--- src/design/dtlp_pkg.sv ---
package dtlp_pkg;
  localparam int NREG = 22;
  localparam logic [15:0] OFS_VOLT_SPAN = 16'h1141;
  localparam logic [15:0] OFS_CURR_SPAN = 16'h1142;
  localparam logic [15:0] OFS_THERM_TUNE = 16'h1144;
  localparam logic [15:0] OFS_MON_OFFSET = 16'h1145;
  localparam logic [15:0] OFS_DEBUG_FLAG = 16'h1148;
  localparam logic [15:0] OFS_RETAIN_MODE = 16'h1149;
  localparam logic [15:0] OFS_RESET_MODE = 16'h114a;
  localparam logic [15:0] OFS_LOGIC_A_SRC = 16'h1150;
  localparam logic [15:0] OFS_LOGIC_B_SRC = 16'h1151;
  localparam logic [15:0] OFS_LOGIC_OP = 16'h1152;
  localparam logic [15:0] OFS_OUT11_ON = 16'h1153;
  localparam logic [15:0] OFS_OUT11_OFF = 16'h1154;
  localparam logic [15:0] OFS_OUT12_ON = 16'h1155;
  localparam logic [15:0] OFS_OUT12_OFF = 16'h1156;
  localparam logic [15:0] OFS_RELAY_ON = 16'h1157;
  localparam logic [15:0] OFS_RELAY_OFF = 16'h1158;
  localparam logic [15:0] OFS_M1_CAP = 16'h1165;
  localparam logic [15:0] OFS_M1_POLES = 16'h1166;
  localparam logic [15:0] OFS_M1_STAB = 16'h1168;
  localparam logic [15:0] OFS_M2_CAP = 16'h1540;
  localparam logic [15:0] OFS_M2_POLES = 16'h1541;
  localparam logic [15:0] OFS_M2_STAB = 16'h1543;

  // Storage index of each register, in the order of the offsets above
  localparam logic [4:0] IX_VOLT_SPAN = 5'h00;
  localparam logic [4:0] IX_CURR_SPAN = 5'h01;
  localparam logic [4:0] IX_THERM_TUNE = 5'h02;
  localparam logic [4:0] IX_MON_OFFSET = 5'h03;
  localparam logic [4:0] IX_DEBUG_FLAG = 5'h04;
  localparam logic [4:0] IX_RETAIN_MODE = 5'h05;
  localparam logic [4:0] IX_RESET_MODE = 5'h06;
  localparam logic [4:0] IX_LOGIC_A_SRC = 5'h07;
  localparam logic [4:0] IX_LOGIC_B_SRC = 5'h08;
  localparam logic [4:0] IX_LOGIC_OP = 5'h09;
  localparam logic [4:0] IX_OUT11_ON = 5'h0a;
  localparam logic [4:0] IX_OUT11_OFF = 5'h0b;
  localparam logic [4:0] IX_OUT12_ON = 5'h0c;
  localparam logic [4:0] IX_OUT12_OFF = 5'h0d;
  localparam logic [4:0] IX_RELAY_ON = 5'h0e;
  localparam logic [4:0] IX_RELAY_OFF = 5'h0f;
  localparam logic [4:0] IX_M1_CAP = 5'h10;
  localparam logic [4:0] IX_M1_POLES = 5'h11;
  localparam logic [4:0] IX_M1_STAB = 5'h12;
  localparam logic [4:0] IX_M2_CAP = 5'h13;
  localparam logic [4:0] IX_M2_POLES = 5'h14;
  localparam logic [4:0] IX_M2_STAB = 5'h15;
  localparam logic [4:0] IX_NONE = 5'h1f;

  // Upper limits of each range
  localparam logic [15:0] MAX_SPAN = 16'h07d0;
  localparam logic [15:0] MAX_MON_OFFSET = 16'h0064;
  localparam logic [15:0] MAX_FLAG = 16'h0001;
  localparam logic [15:0] MAX_MODE3 = 16'h0002;
  localparam logic [15:0] MAX_SOURCE = 16'h0009;
  localparam logic [15:0] MAX_DELAY = 16'h03e8;
  localparam logic [15:0] MAX_CAP = 16'h000c;
  localparam logic [15:0] MAX_STAB = 16'h00ff;

  // Reset values
  localparam logic [15:0] RST_SPAN = 16'h03e8;
  localparam logic [15:0] RST_POLES = 16'h0004;
  localparam logic [15:0] RST_ZERO = 16'h0000;

  // Span factor full scale, 100.0 percent
  localparam logic [15:0] SPAN_UNITY = 16'h03e8;

  // Logic operator codes
  localparam logic [1:0] OP_AND = 2'h0;
  localparam logic [1:0] OP_OR = 2'h1;
  localparam logic [1:0] OP_XOR = 2'h2;

  // Reset input response codes
  localparam logic [1:0] RSP_ON_STOP = 2'h0;
  localparam logic [1:0] RSP_OFF_STOP = 2'h1;
  localparam logic [1:0] RSP_ON_IGNORE_RUN = 2'h2;

  // Delay tick timing
  localparam int CLK_HZ = 25000000;
  localparam int TICK_MS = 100;
  localparam int TICK_CYCLES = CLK_HZ / 1000 * TICK_MS;

  localparam int NCHAN = 3;
  localparam int NSRC = 10;

  typedef struct packed {
    logic [15:0] therm_tune;
    logic [15:0] mon_offset;
    logic [15:0] m1_cap;
    logic [15:0] m1_poles;
    logic [15:0] m1_stab;
    logic [15:0] m2_cap;
    logic [15:0] m2_poles;
    logic [15:0] m2_stab;
  } dtlp_cfg_type;

  typedef struct packed {
    logic wr;
    logic rd;
    logic [15:0] addr;
    logic [15:0] wdata;
  } dtlp_req_type;

  typedef struct packed {
    logic ack;
    logic err;
    logic [15:0] rdata;
  } dtlp_rsp_type;
endpackage

--- src/design/dtlp_params.sv ---
// Operation
// Logic output is AND, OR, XOR by code
// Separate source selects for inputs A, B
// Code 00: clear on ON edge, stop drive
// Code 01: clear on OFF edge, stop drive
// Code 02: ON edge clears, ignored while running
// Terminal 11 ON/OFF delays, 0.1 s steps
// Terminal 12 ON/OFF delays, 0.1 s steps
// Relay ON/OFF delays, 0.1 s steps
// Retention mode: default or keep last setpoint
// Debug display flag is read only
// Scale voltage command by span factor
// Scale current-loop command by own span
// Monitor output offset 0 to 100
// Motor capacity code 0 to 12, per motor
// Pole count 2, 4, 6 or 8 per motor
// Stabilization constant 0 to 255 per motor
// Delays tick at 0.1 s, edges restart
// One register each, out-of-range writes rejected
module dtlp_params #(
  parameter int TICK_LEN = dtlp_pkg::TICK_CYCLES
) (
  input wire logic mclk_i,
  input wire logic srst_i,
  input wire dtlp_pkg::dtlp_req_type req_i,
  output dtlp_pkg::dtlp_rsp_type rsp_o,
  input wire logic [dtlp_pkg::NSRC-1:0] logic_src_i,
  output logic logic_out_o,
  input wire logic out11_raw_i,
  input wire logic out12_raw_i,
  input wire logic relay_raw_i,
  output logic out11_o,
  output logic out12_o,
  output logic relay_o,
  input wire logic reset_pin_i,
  input wire logic running_i,
  output logic trip_clear_o,
  output logic drive_stop_o,
  output logic setpoint_keep_o,
  input wire logic debug_enable_i,
  input wire logic [15:0] volt_cmd_i,
  input wire logic [15:0] curr_cmd_i,
  output logic [15:0] volt_cmd_o,
  output logic [15:0] curr_cmd_o,
  output dtlp_pkg::dtlp_cfg_type cfg_o
);
  import dtlp_pkg::*;

  logic [15:0] regs_r [NREG];
  logic [4:0] wr_ix;
  logic wr_ok;
  dtlp_rsp_type rsp_r;

  function automatic logic [4:0] index_of(input logic [15:0] a);
    case (a)
      OFS_VOLT_SPAN: index_of = IX_VOLT_SPAN;
      OFS_CURR_SPAN: index_of = IX_CURR_SPAN;
      OFS_THERM_TUNE: index_of = IX_THERM_TUNE;
      OFS_MON_OFFSET: index_of = IX_MON_OFFSET;
      OFS_DEBUG_FLAG: index_of = IX_DEBUG_FLAG;
      OFS_RETAIN_MODE: index_of = IX_RETAIN_MODE;
      OFS_RESET_MODE: index_of = IX_RESET_MODE;
      OFS_LOGIC_A_SRC: index_of = IX_LOGIC_A_SRC;
      OFS_LOGIC_B_SRC: index_of = IX_LOGIC_B_SRC;
      OFS_LOGIC_OP: index_of = IX_LOGIC_OP;
      OFS_OUT11_ON: index_of = IX_OUT11_ON;
      OFS_OUT11_OFF: index_of = IX_OUT11_OFF;
      OFS_OUT12_ON: index_of = IX_OUT12_ON;
      OFS_OUT12_OFF: index_of = IX_OUT12_OFF;
      OFS_RELAY_ON: index_of = IX_RELAY_ON;
      OFS_RELAY_OFF: index_of = IX_RELAY_OFF;
      OFS_M1_CAP: index_of = IX_M1_CAP;
      OFS_M1_POLES: index_of = IX_M1_POLES;
      OFS_M1_STAB: index_of = IX_M1_STAB;
      OFS_M2_CAP: index_of = IX_M2_CAP;
      OFS_M2_POLES: index_of = IX_M2_POLES;
      OFS_M2_STAB: index_of = IX_M2_STAB;
      default: index_of = IX_NONE;
    endcase
  endfunction

  // Accepts a value only inside the documented range of the register
  function automatic logic in_range(input logic [4:0] ix, input logic [15:0] d);
    case (ix)
      IX_VOLT_SPAN, IX_CURR_SPAN, IX_THERM_TUNE: in_range = d <= MAX_SPAN;
      IX_MON_OFFSET: in_range = d <= MAX_MON_OFFSET;
      IX_RETAIN_MODE: in_range = d <= MAX_FLAG;
      IX_RESET_MODE, IX_LOGIC_OP: in_range = d <= MAX_MODE3;
      IX_LOGIC_A_SRC, IX_LOGIC_B_SRC: in_range = d <= MAX_SOURCE;
      IX_OUT11_ON, IX_OUT11_OFF, IX_OUT12_ON, IX_OUT12_OFF, IX_RELAY_ON,
      IX_RELAY_OFF: in_range = d <= MAX_DELAY;
      IX_M1_CAP, IX_M2_CAP: in_range = d <= MAX_CAP;
      IX_M1_POLES, IX_M2_POLES: in_range = d == 16'h0002 || d == 16'h0004 ||
                                          d == 16'h0006 || d == 16'h0008;
      IX_M1_STAB, IX_M2_STAB: in_range = d <= MAX_STAB;
      default: in_range = 1'b0;
    endcase
  endfunction

  function automatic logic [15:0] reset_value(input int ix);
    if (ix == int'(IX_VOLT_SPAN) || ix == int'(IX_CURR_SPAN) || ix == int'(IX_THERM_TUNE)) begin
      reset_value = RST_SPAN;
    end else if (ix == int'(IX_M1_POLES) || ix == int'(IX_M2_POLES)) begin
      reset_value = RST_POLES;
    end else begin
      reset_value = RST_ZERO;
    end
  endfunction

  // Command times span / 1000, saturated to 16 bits
  function automatic logic [15:0] scale(input logic [15:0] cmd, input logic [15:0] span);
    logic [31:0] prod;
    prod = (32'(cmd) * 32'(span)) / 32'(SPAN_UNITY);
    scale = (prod > 32'h0000ffff) ? 16'hffff : prod[15:0];
  endfunction

  // Register port
  assign wr_ix = index_of(req_i.addr);
  assign wr_ok = in_range(wr_ix, req_i.wdata); // see R10

  always_ff @(posedge mclk_i) begin
    if (srst_i) begin
      for (int i = 0; i < NREG; i++) begin
        regs_r[i] <= reset_value(i);
      end
    end else begin
      if (req_i.wr && wr_ok) begin
        regs_r[wr_ix] <= req_i.wdata;
      end
      regs_r[IX_DEBUG_FLAG] <= {15'h0000, debug_enable_i};
    end
  end

  always_ff @(posedge mclk_i) begin
    if (srst_i) begin
      rsp_r <= '0;
    end else begin
      rsp_r.ack <= req_i.wr || req_i.rd;
      rsp_r.err <= (req_i.wr && !wr_ok) || (req_i.rd && !req_i.wr && wr_ix == IX_NONE);
      if (req_i.rd && !req_i.wr && wr_ix != IX_NONE) begin
        rsp_r.rdata <= regs_r[wr_ix];
      end else begin
        rsp_r.rdata <= 16'h0000;
      end
    end
  end
  assign rsp_o = rsp_r;

  // Settings to the drive
  always_ff @(posedge mclk_i) begin
    if (srst_i) begin
      cfg_o <= '0;
      volt_cmd_o <= 16'h0000;
      curr_cmd_o <= 16'h0000;
      setpoint_keep_o <= 1'b0;
    end else begin
      volt_cmd_o <= scale(volt_cmd_i, regs_r[IX_VOLT_SPAN]);
      curr_cmd_o <= scale(curr_cmd_i, regs_r[IX_CURR_SPAN]);
      setpoint_keep_o <= regs_r[IX_RETAIN_MODE][0];
      cfg_o.therm_tune <= regs_r[IX_THERM_TUNE];
      cfg_o.mon_offset <= regs_r[IX_MON_OFFSET];
      cfg_o.m1_cap <= regs_r[IX_M1_CAP];
      cfg_o.m2_cap <= regs_r[IX_M2_CAP];
      cfg_o.m1_poles <= regs_r[IX_M1_POLES];
      cfg_o.m2_poles <= regs_r[IX_M2_POLES];
      cfg_o.m1_stab <= regs_r[IX_M1_STAB];
      cfg_o.m2_stab <= regs_r[IX_M2_STAB];
    end
  end

  // Logic output
  logic sel_a;
  logic sel_b;
  assign sel_a = logic_src_i[regs_r[IX_LOGIC_A_SRC][3:0]];
  assign sel_b = logic_src_i[regs_r[IX_LOGIC_B_SRC][3:0]];

  always_ff @(posedge mclk_i) begin
    if (srst_i) begin
      logic_out_o <= 1'b0;
    end else begin
      case (regs_r[IX_LOGIC_OP][1:0])
        OP_AND: logic_out_o <= sel_a & sel_b;
        OP_OR: logic_out_o <= sel_a | sel_b;
        OP_XOR: logic_out_o <= sel_a ^ sel_b;
        default: logic_out_o <= 1'b0;
      endcase
    end
  end

  // Reset input: three-stage synchroniser, level accepted when stages 2 and 3 agree
  logic [2:0] rst_sync_r;
  logic rst_lvl_r;
  logic rst_rise;
  logic rst_fall;

  always_ff @(posedge mclk_i) begin
    if (srst_i) begin
      rst_sync_r <= 3'h0;
      rst_lvl_r <= 1'b0;
    end else begin
      rst_sync_r <= {rst_sync_r[1:0], reset_pin_i};
      if (rst_sync_r[1] == rst_sync_r[2]) begin
        rst_lvl_r <= rst_sync_r[2];
      end
    end
  end
  assign rst_rise = (rst_sync_r[1] == rst_sync_r[2]) && rst_sync_r[2] && !rst_lvl_r;
  assign rst_fall = (rst_sync_r[1] == rst_sync_r[2]) && !rst_sync_r[2] && rst_lvl_r;

  always_ff @(posedge mclk_i) begin
    if (srst_i) begin
      trip_clear_o <= 1'b0;
      drive_stop_o <= 1'b0;
    end else begin
      trip_clear_o <= 1'b0;
      drive_stop_o <= 1'b0;
      case (regs_r[IX_RESET_MODE][1:0])
        RSP_ON_STOP: begin
          trip_clear_o <= rst_rise;
          drive_stop_o <= rst_rise && running_i;
        end
        RSP_OFF_STOP: begin
          trip_clear_o <= rst_fall;
          drive_stop_o <= rst_fall && running_i;
        end
        RSP_ON_IGNORE_RUN: begin
          trip_clear_o <= rst_rise && !running_i;
        end
        default: begin
          trip_clear_o <= 1'b0;
        end
      endcase
    end
  end

  // Tenth-second tick
  logic [31:0] tick_cnt_r;
  logic tick;
  assign tick = tick_cnt_r == 32'(TICK_LEN - 1);

  always_ff @(posedge mclk_i) begin
    if (srst_i || tick) begin
      tick_cnt_r <= 32'h00000000;
    end else begin
      tick_cnt_r <= tick_cnt_r + 32'h00000001;
    end
  end

  // ON/OFF delay channels: 0 terminal 11, 1 terminal 12, 2 relay
  logic [NCHAN-1:0] dly_in;
  logic [NCHAN-1:0] dly_prev_r;
  logic [NCHAN-1:0] dly_out_r;
  logic [15:0] dly_cnt_r [NCHAN];
  logic [15:0] dly_on [NCHAN];
  logic [15:0] dly_off [NCHAN];

  assign dly_in = {relay_raw_i, out12_raw_i, out11_raw_i};
  assign dly_on[0] = regs_r[IX_OUT11_ON];
  assign dly_off[0] = regs_r[IX_OUT11_OFF];
  assign dly_on[1] = regs_r[IX_OUT12_ON];
  assign dly_off[1] = regs_r[IX_OUT12_OFF];
  assign dly_on[2] = regs_r[IX_RELAY_ON];
  assign dly_off[2] = regs_r[IX_RELAY_OFF];

  always_ff @(posedge mclk_i) begin
    if (srst_i) begin
      dly_prev_r <= '0;
      dly_out_r <= '0;
      for (int c = 0; c < NCHAN; c++) begin
        dly_cnt_r[c] <= 16'h0000;
      end
    end else begin
      dly_prev_r <= dly_in;
      for (int c = 0; c < NCHAN; c++) begin
        if (dly_in[c] != dly_prev_r[c]) begin
          dly_cnt_r[c] <= 16'h0000;
        end else if (dly_in[c] != dly_out_r[c]) begin
          if (dly_cnt_r[c] >= (dly_in[c] ? dly_on[c] : dly_off[c])) begin
            dly_out_r[c] <= dly_in[c]; // see R6 see R7
            dly_cnt_r[c] <= 16'h0000;
          end else if (tick) begin
            dly_cnt_r[c] <= dly_cnt_r[c] + 16'h0001;
          end
        end else begin
          dly_cnt_r[c] <= 16'h0000;
        end
      end
    end
  end

  assign out11_o = dly_out_r[0];
  assign out12_o = dly_out_r[1];
  assign relay_o = dly_out_r[2];
endmodule

--- config.mk ---
export PLATFORM = sky130hd
export DESIGN_NAME = dtlp_params
export DESIGN_NICKNAME = d
export VERILOG_FILES = /design/src/design/dtlp_pkg.sv /design/src/design/dtlp_params.sv
export SDC_FILE = /design/constraint.sdc
export NUM_CORES = 2
export LEC_CHECK = 0
export ABC_CLOCK_PERIOD_IN_PS = 24600
export BUFFER_PORTS_ARGS = -buffer_cell sky130_fd_sc_hd__buf_2
export CAP_MARGIN = 0
export CORE_MARGIN = 2
export CORE_UTILIZATION = 60
export DETAILED_ROUTE_END_ITERATION = 10
export GPL_TIMING_DRIVEN = 0
export PLACE_DENSITY_LB_ADDON = 0.05
export SETUP_SLACK_MARGIN = 0.05
export SYNTH_ARGS = -nofsm -noshare
export SYNTH_HDL_FRONTEND = slang
export SYNTH_SLANG_ARGS = --single-unit
--- constraint.sdc ---
create_clock -name mclk_i -period 24.6 [get_ports mclk_i]
set_clock_uncertainty 0.2 [all_clocks]
set_input_delay 1.23 -clock mclk_i [delete_from_list [all_inputs] [get_ports mclk_i]]
set_output_delay 1.23 -clock mclk_i [all_outputs]
set_load 0.01 [all_outputs]
==> impl_metrics.yaml <==
run_status:
  status: "completed"
floorplan:
  dieArea_mm2: 0.1017
  io_pins: 269
  rows: 115
  initial_core_util: 0.6055
  core_area_mm2: 0.09828
  die_x_um: 318.9
  chipHeight_um: 318.9
cells_and_area:
  final_area_mm2: 0.06636
  drive_gt1_frac: 0.1295
  fin_util: 0.6752
  final_cells: 8218
  syn_to_final_growth_pct: 11.51
  fin_nets: 7602
  fillers: 8049
yosys:
  synth_edf_count: 431
  synth_area_mm2: 0.05951
  synth-seq-cells: 671
  synth_area_leaders: "edfxtp_1 (22%), fa_1 (13%), dfxtp_1 (8.1%)"
  synth_area_leader_cell: "edfxtp_1"
  synth-seq-area-share: 0.2982
  syn_inst: 6267
  synth_top_area_share: 0.2175
  async_flop_share: 0
  synth_top_flop_cell: "edfxtp_1"
  yosys.cell_types.count: 180
  postSynthAreaPerCell_um2: 9.495
  ys_warn_count: 0
grt:
  grt_pass1_vias: 49760
  grt_max_degree: 17
  antenna_found_initial: 11
  grt_pass1_wl_um: 289900
  overflow: 0
  grt_use_total: 0.3664
placement:
  numPortBuffers: 266
  hpwl_um: 145600
  place.gp.congestion: 1.044
  place_inst: 8076
  placed_area_mm2: 0.06343
clock_tree:
  clock_sinks: 671
  root_buffer: "clkbuf_16"
  numCtsBuffers: 73
  cts.path.max_buffers: 3
  clk_pin_slew_ns: 0.06
  cts_htree_levels: 3
  cts_tree: "done"
  cts-hold-fix-buffers: 0
  clock_latency_ns: 0.70
sta:
  hold_viol_final: 0
  setup_violations: 0
  whs_ns: 0.2159
  fin_crit_ns: 23.43
  rsz0062_at_grt: "yes"
  timing.final.crit_share: 0.9524
  relSlewSlack: 0.03797
  finalMaxSlewViolations: 0
  worstMarginPinSlew_ns: 1.443
  fmax_mhz: 42.68
flow_run:
  maxCapViolations: 0
worst_setup_path:
  slowest_delay_ns: 0.60
  crit_path_end_kind: "flop"
  worstPathMaxFanout: 10
  arrival_ns: 23.76
  cp-start-kind: "primary input"
  crit_type: "in -> reg"
  crit_top_cell: "fa_1"
  required_ns: 24.93
  r2r_slack_ns: 1.24
  cpMaxStageDelayCell: "mux4_2"
worst_hold_path:
  hp-class: "reg -> reg"
routing:
  first_pass_iters: 10
  wl_per_cell_um: 23.03
  wl_um: 189300
  vias: 51130
  detail_route.vias_per_cell: 6.222
  ant_nets: 0
  route.detailed.drc: 0
  drtIter0Drc: 5342
==> repair_timing <==
item	CTS	global route
gates resized for setup	0	108
setup buffers	0	7
setup endpoints to repair	0	6
==> synth_stat cells, drive strengths merged (37+ instances only) <==
library cell  number
nand2            551
inv              448
and2             447
edfxtp           431
fa               388
nor2             387
o21ai            313
a21oi            268
ha               264
clkbuf           241
dfxtp            240
mux2i            205
nor2b            166
xnor2            166
nand3            141
a22oi            134
nor3             109
xor2              92
a31oi             89
o211ai            71
or2               67
nand4             66
buf               64
a21o              61
a211oi            60
and3              53
or3               52
nor4              49
o21a              44
o31ai             37
==> through the flow <==
stage	setup slack (ns)	setup TNS [ns]
global placement	-0.4480	-0.4480
global route	0.002842	0
detailed placement	-0.4947	-0.4947
CTS	0.09052	0
floorplan	3.468	0
finish	1.171	0
==> final timing paths <==
path,from,to,depth (start not counted)
setup / recovery,volt_cmd_i[3],volt_cmd_o[0],74
hold / removal,rst_sync_r[0],rst_sync_r[1],1
setup reg to reg,regs_r[0][9],volt_cmd_o[0],73
hold reg to reg,rst_sync_r[0],rst_sync_r[1],1
==> cells by family after synthesis <==
kind of cell    after synthesis  share of synthesized area
compound gates             1478                     0.1833
mux                         234                    0.04184
other cells                   1                 0.00006302
buf+inv                     753                    0.05494
flops                       671                     0.2982
fa+ha+maj                   660                     0.1874
simple gates               2212                     0.1954
xor+xnor                    258                    0.03879
==> cells in the final DEF (no fill, tap or decap), types with 165 or more instances in the layout <==
master and n:
nor2b_1 165, a21oi_1 259, and2_1 432, nand2_1 549
edfxtp_1 431, dfxtp_1 240, o21ai_0 266, buf_2 295
ha_1 264, nor2_1 383, inv_1 447, fa_1 388
clkbuf_1 189, mux2i_1 193, conb_1 255
==> flip-flops by register name, summed over array words and instances, names as in the netlist <==
signal,cells
drive_stop_o,1
curr_cmd_o,16
logic_out_o,1
trip_clear_o,1
rsp_o,18
regs_r,399
rst_lvl_r,1
cfg_o,128
dly_out_r,3
volt_cmd_o,16
dly_cnt_r,48
rst_sync_r,3
dly_prev_r,3
tick_cnt_r,32
setpoint_keep_o,1
==> critical path, delay by kind of cell <==
| kind | cells | cell delay (ns) |
|---|---|---|
| buffers and inverters | 8 | 1.70 |
| AND/OR/NAND/NOR | 16 | 4.43 |
| XOR/XNOR | 2 | 0.51 |
| multiplexers | 5 | 1.78 |
| adder cells (fa/ha/maj) | 7 | 3.35 |
| AO/OA/AOI/OAI | 36 | 10.74 |
==> area by class of cell <==
class / count / area [um^2] / share of cell area
antenna: 5 / 12.51 / 0.0001886
buffer: 300 / 1607 / 0.02421
clock buffer: 89 / 1991 / 0.03000
multi-input combinational: 5097 / 39750 / 0.5990
timing repair buffer: 275 / 1396 / 0.02104
clock inverter: 46 / 565.5 / 0.008523
tap: 1287 / 1610 / 0.02427
sequential: 671 / 17750 / 0.2674
inverter: 448 / 1682 / 0.02534
==> layer usage <==
metal / share of wire / GRT usage / vias up
met5: 0.00023 / 0 / -
met4: 0.054 / 0.1708 / 8
met3: 0.077 / 0.05785 / 511
met2: 0.46 / 0.5928 / 2252
met1: 0.41 / 0.4843 / 24950
li1: - / - / 23410
Power is left out: the tool's default activity adds up to more than one toggle a clock period on the data nets, which glitch-free logic cannot reach.
